[config.mk]
export PLATFORM = sky130hd
export DESIGN_NAME = dprb_bank
export DESIGN_NICKNAME = d
export VERILOG_FILES = /design/src/rtl/dprb_pkg.sv /design/src/rtl/dprb_bank.sv
export SDC_FILE = /design/constraint.sdc
export NUM_CORES = 1
export LEC_CHECK = 0
export BUFFER_PORTS_ARGS = -buffer_cell sky130_fd_sc_hd__buf_2
export CORE_UTILIZATION = 45
export CTS_CLUSTER_SIZE = 24
export DETAILED_ROUTE_END_ITERATION = 6
export GPL_ROUTABILITY_DRIVEN = 0
export GPL_TIMING_DRIVEN = 0
export PLACE_DENSITY_LB_ADDON = 0.15
export SLEW_MARGIN = 25
export SYNTH_ARGS = -nofsm -noshare
export SYNTH_HDL_FRONTEND = slang
export SYNTH_SLANG_ARGS = --single-unit
[constraint.sdc]
create_clock -name CORE_CLK -period 8.2 [get_ports CORE_CLK]
set_input_delay 0.82 -clock CORE_CLK [delete_from_list [all_inputs] [get_ports CORE_CLK]]
set_output_delay 0.82 -clock CORE_CLK [all_outputs]
set_load 0.01 [all_outputs]
[src/rtl/dprb_pkg.sv]
package dprb_pkg;

    // serial address space
    localparam logic [4:0] ADDR_CTRL = 5'h00;
    localparam logic [4:0] ADDR_UNUSED = 5'h05;
    localparam logic [4:0] ADDR_FIRST_PROF = 5'h09;
    localparam logic [4:0] ADDR_PROF_FIVE = 5'h0e;
    localparam logic [4:0] ADDR_PROF_SIX = 5'h0f;
    localparam logic [4:0] ADDR_PROF_SEVEN = 5'h10;
    localparam logic [4:0] ADDR_LAST = 5'h10;

    // byte depths per register
    localparam logic [2:0] DEPTH_NONE = 3'h0;
    localparam logic [2:0] DEPTH_CTRL = 3'h4;
    localparam logic [2:0] DEPTH_PROF = 3'h6;
    localparam logic [2:0] DEPTH_OTHER = 3'h4;

    // primary control register fields
    localparam int USE_INT_PROF_BIT = 27;
    localparam int LSB_FIRST_BIT = 23;
    localparam int INT_PROF_LSB = 20;
    localparam logic [31:0] CTRL_IMMEDIATE_MASK = 32'h0080_0000;
    localparam logic [31:0] CTRL_RESET = 32'h0000_0000;

    // profile register layout
    localparam int FTW_LSB = 0;
    localparam int POW_LSB = 32;
    localparam int OPEN_LSB = 46;
    localparam logic [47:0] PROF_RESET = 48'h0000_0000_0000;
    localparam logic [2:0] FIRST_UPPER_PROF = 3'h5;

    typedef struct packed {
        logic [1:0] open_bits;
        logic [13:0] pow;
        logic [31:0] ftw;
    } dprb_prof_s;

    typedef enum logic {
        XF_IDLE = 1'b0,
        XF_BUSY = 1'b1
    } dprb_xfer_e;

endpackage : dprb_pkg

[src/rtl/dprb_bank.sv]
`timescale 1ns/1ps

// Functional notes
// - upper profiles are six bytes: 32-bit tuning word, 14-bit phase, two open bits
// - flagged control bits act right after their byte is written, no commit needed
// - serial addresses 0 through 16 are decoded, seventeen locations
// - address five holds no register; host must not use it
// - each address moves exactly its own register's byte count
// - bit zero is the lsb; ranges run high index down to low
// - written bits other than the flagged ones wait in a buffer until the commit strobe pulses
// - internal-profile bit picks control field [22:20], else the profile pins
module dprb_bank
    import dprb_pkg::*;
(
    // clock and reset
    input wire logic CORE_CLK,
    input wire logic RESET_N,
    input wire logic CLK_EN,
    // device pins
    input wire logic IO_UPDATE,
    input wire logic [2:0] PROFILE_PINS,
    // byte port from the serial shifter
    input wire logic INSTR_VALID,
    input wire logic INSTR_READ,
    input wire logic [4:0] INSTR_ADDR,
    input wire logic BYTE_VALID,
    input wire logic [7:0] BYTE_IN,
    output logic [7:0] BYTE_OUT,
    output logic XFER_BUSY,
    output logic XFER_DONE,
    output logic ADDR_ERR,
    // active state towards the core
    output logic [31:0] CTRL_ACTIVE,
    output logic [2:0] ACTIVE_PROFILE,
    output logic PROFILE_IN_BANK,
    output logic [31:0] FTW_OUT,
    output logic [13:0] POW_OUT
);

    // bytes per address; zero marks an address with no register
    function automatic logic [2:0] depth_of(input logic [4:0] a);
        if (a > ADDR_LAST || a == ADDR_UNUSED) begin
            return DEPTH_NONE;
        end else if (a == ADDR_CTRL) begin
            return DEPTH_CTRL;
        end else if (a >= ADDR_FIRST_PROF) begin
            return DEPTH_PROF;
        end
        return DEPTH_OTHER;
    endfunction : depth_of

    // byte slot addressed by the running count, honouring byte order
    function automatic logic [5:0] slot_of(input logic [2:0] cnt, input logic [2:0] dep,
                                           input logic lsb_first);
        logic [2:0] pos;
        pos = lsb_first ? cnt : 3'(dep - 3'h1 - cnt);
        return {pos, 3'b000};
    endfunction : slot_of

    // pin synchronisers, three stages, accepted once stages two and three agree
    logic [3:0] s1_r, s2_r, s3_r, pin_r;
    logic [3:0] pin_nxt;
    always_comb begin
        pin_nxt = pin_r;
        if (s2_r == s3_r) begin
            pin_nxt = s3_r;
        end
    end
    always_ff @(posedge CORE_CLK) begin
        if (!RESET_N) begin
            s1_r <= 4'h0;
            s2_r <= 4'h0;
            s3_r <= 4'h0;
            pin_r <= 4'h0;
        end else if (CLK_EN) begin
            s1_r <= {IO_UPDATE, PROFILE_PINS};
            s2_r <= s1_r;
            s3_r <= s2_r;
            pin_r <= pin_nxt;
        end
    end

    // main state
    dprb_xfer_e st_r, st_nxt;
    logic rd_r, rd_nxt;
    logic lsb_r, lsb_nxt;
    logic [4:0] addr_r, addr_nxt;
    logic [2:0] cnt_r, cnt_nxt, dep_r, dep_nxt;
    logic commit_r, commit_nxt;
    logic [31:0] ctrl_buf_r, ctrl_buf_nxt, ctrl_act_r, ctrl_act_nxt;
    dprb_prof_s prof_buf_r [3], prof_buf_nxt [3], prof_act_r [3], prof_act_nxt [3];
    logic [7:0] byte_out_nxt;
    logic busy_nxt, done_nxt, err_nxt, in_bank_nxt;
    logic [2:0] prof_sel_nxt;
    logic [31:0] ftw_nxt;
    logic [13:0] pow_nxt;
    logic [5:0] slot;
    logic [1:0] pidx;
    logic [47:0] pv;
    dprb_prof_s psel;

    always_comb begin
        st_nxt = st_r;
        rd_nxt = rd_r;
        lsb_nxt = lsb_r;
        addr_nxt = addr_r;
        cnt_nxt = cnt_r;
        dep_nxt = dep_r;
        ctrl_buf_nxt = ctrl_buf_r;
        ctrl_act_nxt = ctrl_act_r;
        prof_buf_nxt = prof_buf_r;
        prof_act_nxt = prof_act_r;
        done_nxt = 1'b0;
        err_nxt = 1'b0;
        byte_out_nxt = 8'h00;
        // order held per transfer, so an immediate order flip cannot land a byte twice
        slot = slot_of(cnt_r, dep_r, lsb_r);
        pidx = 2'(addr_r - ADDR_PROF_FIVE);
        pv = prof_buf_r[pidx];
        // rising edge of the filtered update pin
        commit_nxt = pin_nxt[3] & ~pin_r[3];
        // commit: everything moves at once, one edge after the strobe is seen
        if (commit_r) begin
            ctrl_act_nxt = ctrl_buf_r;
            prof_act_nxt = prof_buf_r;
        end
        unique case (st_r)
            XF_IDLE: begin
                if (INSTR_VALID) begin
                    dep_nxt = depth_of(INSTR_ADDR);
                    addr_nxt = INSTR_ADDR;
                    rd_nxt = INSTR_READ;
                    lsb_nxt = ctrl_act_r[LSB_FIRST_BIT];
                    cnt_nxt = 3'h0;
                    if (depth_of(INSTR_ADDR) == DEPTH_NONE) begin
                        err_nxt = 1'b1;
                    end else begin
                        st_nxt = XF_BUSY;
                    end
                end
            end
            XF_BUSY: begin
                if (addr_r == ADDR_CTRL) begin
                    byte_out_nxt = ctrl_buf_r[slot[4:0] +: 8];
                end else if (addr_r >= ADDR_PROF_FIVE) begin
                    byte_out_nxt = pv[slot +: 8];
                end
                if (BYTE_VALID) begin
                    if (!rd_r && addr_r == ADDR_CTRL) begin
                        ctrl_buf_nxt[slot[4:0] +: 8] = BYTE_IN;
                        // flagged bits skip the buffer stage; newer than any commit
                        ctrl_act_nxt = (ctrl_act_nxt & ~CTRL_IMMEDIATE_MASK)
                                     | (ctrl_buf_nxt & CTRL_IMMEDIATE_MASK);
                    end else if (!rd_r && addr_r >= ADDR_PROF_FIVE) begin
                        pv[slot +: 8] = BYTE_IN;
                        pv[OPEN_LSB +: 2] = 2'b00;
                        prof_buf_nxt[pidx] = dprb_prof_s'(pv);
                    end
                    cnt_nxt = 3'(cnt_r + 3'h1);
                    if (cnt_r == 3'(dep_r - 3'h1)) begin
                        st_nxt = XF_IDLE;
                        done_nxt = 1'b1;
                    end
                end
            end
        endcase
        busy_nxt = (st_nxt == XF_BUSY);
        // profile choice: internal field or pins
        prof_sel_nxt = ctrl_act_r[USE_INT_PROF_BIT] ?
                       ctrl_act_r[INT_PROF_LSB +: 3] : pin_r[2:0];
        in_bank_nxt = (prof_sel_nxt >= FIRST_UPPER_PROF);
        psel = prof_act_r[2'(prof_sel_nxt - FIRST_UPPER_PROF)];
        ftw_nxt = in_bank_nxt ? psel.ftw : 32'h0000_0000;
        pow_nxt = in_bank_nxt ? psel.pow : 14'h0000;
    end

    always_ff @(posedge CORE_CLK) begin
        if (!RESET_N) begin
            st_r <= XF_IDLE;
            rd_r <= 1'b0;
            lsb_r <= 1'b0;
            addr_r <= 5'h00;
            cnt_r <= 3'h0;
            dep_r <= 3'h0;
            commit_r <= 1'b0;
            ctrl_buf_r <= CTRL_RESET;
            ctrl_act_r <= CTRL_RESET;
            for (int i = 0; i < 3; i++) begin
                prof_buf_r[i] <= PROF_RESET;
                prof_act_r[i] <= PROF_RESET;
            end
            BYTE_OUT <= 8'h00;
            XFER_BUSY <= 1'b0;
            XFER_DONE <= 1'b0;
            ADDR_ERR <= 1'b0;
            CTRL_ACTIVE <= CTRL_RESET;
            ACTIVE_PROFILE <= 3'h0;
            PROFILE_IN_BANK <= 1'b0;
            FTW_OUT <= 32'h0000_0000;
            POW_OUT <= 14'h0000;
        end else if (CLK_EN) begin
            st_r <= st_nxt;
            rd_r <= rd_nxt;
            lsb_r <= lsb_nxt;
            addr_r <= addr_nxt;
            cnt_r <= cnt_nxt;
            dep_r <= dep_nxt;
            commit_r <= commit_nxt;
            ctrl_buf_r <= ctrl_buf_nxt;
            ctrl_act_r <= ctrl_act_nxt;
            prof_buf_r <= prof_buf_nxt;
            prof_act_r <= prof_act_nxt;
            BYTE_OUT <= byte_out_nxt;
            XFER_BUSY <= busy_nxt;
            XFER_DONE <= done_nxt;
            ADDR_ERR <= err_nxt;
            CTRL_ACTIVE <= ctrl_act_r;
            ACTIVE_PROFILE <= prof_sel_nxt;
            PROFILE_IN_BANK <= in_bank_nxt;
            FTW_OUT <= ftw_nxt;
            POW_OUT <= pow_nxt;
        end
    end

    // flattened views for checking
    logic [143:0] act_flat, buf_flat;
    assign act_flat = {prof_act_r[2], prof_act_r[1], prof_act_r[0]};
    assign buf_flat = {prof_buf_r[2], prof_buf_r[1], prof_buf_r[0]};

    open_bits_a: assert property (@(posedge CORE_CLK) disable iff (!RESET_N)
        buf_flat[47:46] == 2'b00 && buf_flat[95:94] == 2'b00 && buf_flat[143:142] == 2'b00)
        else $error("open profile bits not zero");
    immediate_bit_a: assert property (@(posedge CORE_CLK) disable iff (!RESET_N)
        CLK_EN && st_r == XF_BUSY && BYTE_VALID && !rd_r && addr_r == ADDR_CTRL
        && slot == 6'h10 |=> ctrl_act_r[LSB_FIRST_BIT] == $past(BYTE_IN[7]))
        else $error("immediate control bit did not apply");
    addr_range_a: assert property (@(posedge CORE_CLK) disable iff (!RESET_N)
        CLK_EN && st_r == XF_IDLE && INSTR_VALID && INSTR_ADDR > ADDR_LAST
        |=> ADDR_ERR && st_r == XF_IDLE)
        else $error("out of range address accepted");
    unused_addr_a: assert property (@(posedge CORE_CLK) disable iff (!RESET_N)
        CLK_EN && st_r == XF_IDLE && INSTR_VALID && INSTR_ADDR == ADDR_UNUSED
        |=> ADDR_ERR && !XFER_BUSY)
        else $error("address five accepted");
    prof_depth_a: assert property (@(posedge CORE_CLK) disable iff (!RESET_N)
        CLK_EN && st_r == XF_IDLE && INSTR_VALID && INSTR_ADDR >= ADDR_FIRST_PROF
        && INSTR_ADDR <= ADDR_LAST |=> dep_r == DEPTH_PROF && XFER_BUSY)
        else $error("profile depth wrong");
    xfer_end_a: assert property (@(posedge CORE_CLK) disable iff (!RESET_N)
        CLK_EN && st_r == XF_BUSY && BYTE_VALID && cnt_r == 3'(dep_r - 3'h1)
        |=> XFER_DONE && !XFER_BUSY ##1 !XFER_DONE || !CLK_EN)
        else $error("transfer did not end at depth");
    hold_buffer_a: assert property (@(posedge CORE_CLK) disable iff (!RESET_N)
        !commit_r |=> $stable(act_flat))
        else $error("active profile changed without commit");
    commit_copy_a: assert property (@(posedge CORE_CLK) disable iff (!RESET_N)
        CLK_EN && commit_r |=> act_flat == $past(buf_flat))
        else $error("commit did not copy buffers");
    profile_select_a: assert property (@(posedge CORE_CLK) disable iff (!RESET_N)
        CLK_EN |=> ACTIVE_PROFILE == ($past(ctrl_act_r[USE_INT_PROF_BIT]) ?
        $past(ctrl_act_r[INT_PROF_LSB +: 3]) : $past(pin_r[2:0])))
        else $error("active profile source wrong");

    write_prof_c: cover property (@(posedge CORE_CLK) disable iff (!RESET_N)
        XFER_DONE && !rd_r && addr_r == ADDR_PROF_SEVEN);
    commit_c: cover property (@(posedge CORE_CLK) disable iff (!RESET_N)
        commit_r && CLK_EN);
    internal_prof_c: cover property (@(posedge CORE_CLK) disable iff (!RESET_N)
        ctrl_act_r[USE_INT_PROF_BIT] && PROFILE_IN_BANK);

endmodule : dprb_bank

# Word level (Yosys, flattened, before mapping)
# Cells that the tools add are included.
# classes
shifts	6
addsub	7
n_lt_le_gt_ge	7
n_reduce_logical	14
eq_ne	5
bitwise_logic	7
n_mux	48
# op_table
cell	n
$bmux W48 S2	2
$mux W32	5
$bwmux W144	1
$mux W48	3
$demux W48 S2	1
$mux W46	2
$bwmux W48	1
$shift A8 B8 Y48 const A	1
$shiftx A48 B7 Y8	1
$shiftx A8 B8 Y48	1
$bwmux W32	1
$or A32 B24 Y32	1
$shift A8 B7 Y32 const A	1
$shiftx A32 B6 Y8	1
$shiftx A8 B7 Y32	1
$mux W3	10
$mux W8	3
$mux W1	15
$mux W14	1
$ge A5 B4 Y1 const B	2
$logic_not A5 Y1	2
$ge A3 B3 Y1 const B	3
$neg A6 Y8	1
$neg A5 Y7	1
other kinds (25)	33
# word_totals
reg_bits	475
elab_cells	134
inputBits	23

# Depth between registers and ports, before layout
# logic_depth
depth_word	13
depth_mapped	13

# Worst setup path after synthesis
# OpenSTA, ideal clock, no wires.
# synth_path
path_kind	register -> register
from	register dep_r[1]
to	register prof_buf_r, in the netlist buf_flat[36]
arrival_time_ps	3018
synth_period_minus_slack_ps	3156
path_slack_ps	5044
required_ps	8062
setup_ps	138
n_path_buf	4
stages_incl_launch_ff	14
cell_sequence	dfxtp_1 -> ha_1 -> nor2b_1 -> buf_1 -> nor2_1 -> clkinv_1 -> buf_2 -> ha_1 -> nor2_1 -> nand3_1 -> a31oi_1 -> buf_2 -> buf_2 -> o221ai_1
# synth_via
elab_chain_len	7
elab_cells_between_ends	8
cone_classes	add/sub (3); shift (2); mux (3)
# synth_rtl
element	line_no	source
start, declared	dprb_bank.sv:88	logic [2:0] cnt_r, cnt_nxt, dep_r, dep_nxt;
start signal, assigned	dprb_bank.sv:207	dep_r <= dep_nxt;
$sub A3 B1 Y3 *	dprb_bank.sv:56	pos = lsb_first ? cnt : 3'(dep - 3'h1 - cnt);
$sub A3 B3 Y3 *	dprb_bank.sv:56	
$mux W3 *	dprb_bank.sv:56	
$neg A6 Y8 *	dprb_bank.sv:155	pv[slot +: 8] = BYTE_IN;
$shiftx A8 B8 Y48 / $shift A8 B8 Y48 (equally long branches)	dprb_bank.sv:155	
$bwmux W48 *	dprb_bank.sv:155	
$bwmux W144 *	dprb_bank.sv:157	prof_buf_nxt[pidx] = dprb_prof_s'(pv);
end signal, assigned	dprb_bank.sv:211	prof_buf_r <= prof_buf_nxt;
end, declared	dprb_bank.sv:91	dprb_prof_s prof_buf_r [3], prof_buf_nxt [3], prof_act_r [3], prof_act_nxt [3];
# Mark *: on every way between the ends. The rest lies on a longest branch, timed or not.
# A chain may end at the register's enable or synchronous reset.

# Worst setup path in the final report
# layout_path
from	register cnt_r[1]
to	register prof_buf_r, in the netlist buf_flat[59]
# layout_via
elab_chain_len	6
elab_cells_between_ends	7
cone_classes	add/sub (2); shift (2); mux (3)
# layout_rtl
element	line_no	source
start, declared	dprb_bank.sv:88	
start signal, assigned	dprb_bank.sv:206	cnt_r <= cnt_nxt;
$sub A3 B3 Y3	dprb_bank.sv:56	
$mux W3 *	dprb_bank.sv:56	
$neg A6 Y8 *	dprb_bank.sv:155	
$shiftx A8 B8 Y48 / $shift A8 B8 Y48 (equally long branches)	dprb_bank.sv:155	
$bwmux W48 *	dprb_bank.sv:155	
$bwmux W144 *	dprb_bank.sv:157	
# Marked as above.

==> results <==
- The later pin in the worst-skew pair is clocked with a latency of 0.60 ns.
- The highest cell delay on the worst timing path is between 0.5 and 0.6 ns.
- Dividing the detail-routed wire length by the instance count gives 23.55 um.
- The horizontal die dimension is roughly 220 um.
- The final global-route overflow total is 0.
- The number of H-tree levels is 2.
- The commonest register cell after synthesis is dfxtp_1.
- The overall track demand over capacity in global routing is 0.3212.
- The fraction of post-synthesis cell area in the top cell type by area is 0.4351.
- In the post-route analysis, the smallest setup slack over all paths is around 3.7 ns.
- Summed over all layers, the routed wires come to 77160 um.
- The min-delay analysis places its worst path in the category reg -> reg.
- The first global-routing pass estimated about 120000 um of wire.
- STA classifies the critical path startpoint as a flip-flop.
- The sink count of the clock tree is roughly 460.
- The via density per instance is slightly above 6.
- The data arrival time of the worst path is between 5 and 6 ns.
- The library cell used most frequently in the layout, excluding fill and tap cells, is nand2_1.
- The first TritonRoute pass finished after 7 iterations.
- Tracing the worst setup path back leads to its startpoint at cnt_r[1].
- The number of failing setup endpoints in the final timing report is 0.
- The tool flagged a number of max-cap violations equal to 0.
- The post-synthesis average cell area is 8.616 um^2.
- The count of instances resized after the clock tree is built is 0.
- From bottom edge to top edge, the die measures approximately 220 um.
- Walking the worst path, the cells encountered are ha_1 -> nor2b_1 -> buf_1 -> nor2_1 -> clkinv_1 -> buf_2 -> ha_1 -> nor2b_1 -> clkbuf_1 -> nand3_1 -> nand2_1 -> o221ai_1 -> a21boi_0.
- Measured against its own limit, the worst slew margin works out to 0.2639.
- OpenSTA, run right after detailed placement, puts the worst setup slack at 3.975 ns.
- The end of the worst register-to-register path is buf_flat[59].
- The Yosys step of the flow raised 0 warnings.
- The floorplan step defined a die boundary enclosing 48110 um^2.
- The distinct cell type count after synthesis is 63.
- The number of register bits inferred by synthesis is between 400 and 500.
- The total number of vias is a little under 20000.
- The checks that failed: design-rule violations.
- After layout, the minimum clock period comes to 4.518 ns.
- The post-cts hold buffer count is 0.
- Of all nets on the critical path, the largest fanout is 11.
- Setup repair after global routing left no endpoint under its margin.
- For this run, the register share of the synthesized area comes to 0.4351.
- In this run the register-to-register setup slack is ~3.7 ns.
- For the final database, setup skew stands at between 0.02 and 0.03 ns.
- The cell accounting for the most synthesized area is dfxtp_1.
- The maximum clock path buffer count is 3.
- The number of max-slew violations in the final report is 0.
- The clock-pin transition on the worst setup and hold timing paths is around 0.060 ns.
- The fraction of layout instances using a drive strength above 1 is 0.09329.
- In this run the critical register-to-register path is launched from cnt_r[1].
- The final number of hold-violating endpoints is 0.
- The number of DRC markers in iteration 0 is 2534.
- Counting buffers and inverters, the worst setup path is 13 cells deep.
- The number of synthesized flops with an enable pin is 0.
- For the final routed database, the setup TNS stands at 0 ns.
- The final worst-path cycle share is 0.5509.
- For the pin with the worst max-slew slack, the measured transition is 1.104 ns.
- The count of port buffers added during placement is 114.
- The largest individual stage delay along the critical path comes from the cell nor2b_1.
- Relative to the synthesized area, the layout overhead comes to 13.82%.
- Measured in cells, the most critical reg-to-reg path has a length of 13.
- Across the VDD grid, the largest voltage drop is ~0.18 mV.
- Timing would allow up to around 0.22 GHz.
- The wire-length estimate of the detail-placed layout is between 50000 and 60000 um.
- The total clock buffers created by CTS is 50.
- The run finished, with violations left.
- The critical path ends at buf_flat[59].
- Synthesis produced around 2500 cells.
- The library cells used most frequently in the layout, excluding fill and tap cells, are nand2_1, dfxtp_1, a21boi_0.
- Clock tree synthesis selected as its root buffer the cell clkbuf_16.
- The core region area is roughly 47000 um^2.
- The post-CTS setup-driven buffer insertion count is 0.
- For the worst setup path, the data required time is roughly 8.7 ns.
- In this run the power density over the cells is 196.6 nW/um^2.
- The worst setup path is captured at a flip-flop.
- In this run the cell area of the synthesized design comes to around 21000 um^2.
- Broken down by cell family, the worst path's largest delay share belongs to simple AND/OR/NAND/NOR gates.
- The worst setup path is of the reg -> reg kind.
- Entering global routing, the biggest net connects 13 pins.
- The number of inserted filler cells in the final layout is ~4500.
- Counting flops with an async set or reset pin after synthesis yields a share of 0.
- The number of global-route vias before repair is around 19000.
- Summed over all cells, the static leakage comes to 8.648 nW.
- Yosys attributes the largest share of cell area to dfxtp_1, nand2_1, mux2i_1, a21boi_0, o2bb2ai_1.
- The net count after synthesis is roughly 2500.
- The buffer and inverter count on the worst path is 4.
- The number of antenna violations at the first check in global routing came to 3.
- The initial core utilization is 0.4566.
- For this design the top-level I/O count stands at roughly 120.
- The post-layout net count is about 2700.
- The count of antenna-violating nets left after detailed routing is 0.
- TritonCTS built the clock tree.
- The DRC violation count after routing is 3.
- Row generation in the floorplan step produced 79 rows.
-- cell type report --
type | count | area (um^2) | share of cell area
timing repair buffer | 114 | 570.5 | 0.02358
tap | 607 | 759.5 | 0.03139
sequential | 462 | 9249 | 0.3823
antenna | 1 | 2.502 | 0.0001034
clock inverter | 13 | 98.84 | 0.004085
buffer | 231 | 932.1 | 0.03853
multi-input combinational | 1764 | 11050 | 0.4566
clock buffer | 75 | 1496 | 0.06185
inverter | 10 | 37.54 | 0.001551
-- metal layers --
metal	track usage	wire [um]
met3	0.06930	7741
met2	0.4814	32520
met1	0.4327	32670
met4	0.1634	4214
met5	0	17
-- state kept, by name (all words and copies together), names as in the netlist, 4 cells and up --
register	cells
s1_r	4
buf_flat	138
pin_r	4
act_flat	138
ctrl_buf_r	32
CTRL_ACTIVE	32
s3_r	4
FTW_OUT	32
POW_OUT	14
addr_r	5
BYTE_OUT	8
s2_r	4
ctrl_act_r	32
-- synth_stat cells, types with 2 or more instances --
library cell and n:
a211o_1 8, a21boi_0 203, a21boi_1 8, a21oi_1 30, a221o_1 6, a22oi_1 47
a311oi_1 12, a31oi_1 10, and2_1 22, and3_1 20, and3b_1 2, and4b_1 2
buf_1 17, buf_2 27, buf_6 3, clkbuf_1 183, dfxtp_1 462, ha_1 6
inv_1 7, inv_2 2, mux2_2 9, mux2i_1 170, mux4_2 2, nand2_1 521
nand2b_1 7, nand3_1 99, nand3b_1 3, nand4_1 27, nor2_1 60, nor2b_1 114
nor3_1 16, nor3b_1 26, o2111ai_1 7, o211a_1 27, o211ai_1 39, o21ai_0 72
o21ai_1 21, o221ai_1 34, o22ai_1 6, o2bb2ai_1 93, or2_2 7, or3_1 3
xnor2_1 6, xor2_1 2
-- stage by stage --
step | hold slack [ns] | instances | power [W] | utilization | instance area [um^2]
3_5_place_dp | 0.4556 | 3188 | 0.002574 | 0.4853 | 22590
3_3_place_gp | 0.4503 | 3188 | 0.002570 | 0.4852 | 22590
4_1_cts | 0.4634 | 3276 | 0.004766 | 0.5195 | 24190
2_1_floorplan | 0.4428 | 2467 | 0.002471 | - | 21260
5_1_grt | 0.4823 | 3276 | 0.004877 | 0.5196 | 24190
6_report | 0.4622 | 3277 | 0.004758 | 0.5197 | 24190
-- worst min-delay path: stages (launching register included) --
cell and delay [ns]:
dfxtp_1 0.30, nand2_1 0.04, a21boi_0 0.06
-- cell families (layout without fill, tap and decap cells) --
| family | count (synthesis) | count (layout) | share of synthesized area |
|---|---|---|---|
| AND/OR/NAND/NOR | 937 | 937 | 0.2037 |
| AO/OA/AOI/OAI | 631 | 631 | 0.2209 |
| flip-flops | 462 | 462 | 0.4351 |
| buffers and inverters | 241 | 443 | 0.04538 |
| multiplexers | 181 | 181 | 0.08694 |
| XOR/XNOR | 9 | 9 | 0.004415 |
| adder cells (fa/ha/maj) | 6 | 6 | 0.003532 |
| other | 0 | 1 | 0 |
-- how the worst min path moves through the flow --
stage                               from             end  depth (start not counted)
after floorplan              act_flat[0]     act_flat[0]                          2
after global placement       act_flat[8]     act_flat[8]                          2
after detailed placement    act_flat[35]    act_flat[35]                          2
after CTS                   act_flat[35]    act_flat[35]                          2
after global routing      ctrl_act_r[29]  ctrl_act_r[29]                          2
final                       act_flat[19]    act_flat[19]                          2
-- power by group --
part | switching, W | leakage (nW) | internal (W)
Clock | 0.000934 | 0.789 | 0.00128
Combinational | 0.000196 | 4.14 | 0.0000854
Sequential | 0.00000656 | 3.72 | 0.00225
Total | 0.00114 | 8.65 | 0.00362
No activity file was read; power rests on OpenSTA's default activity.
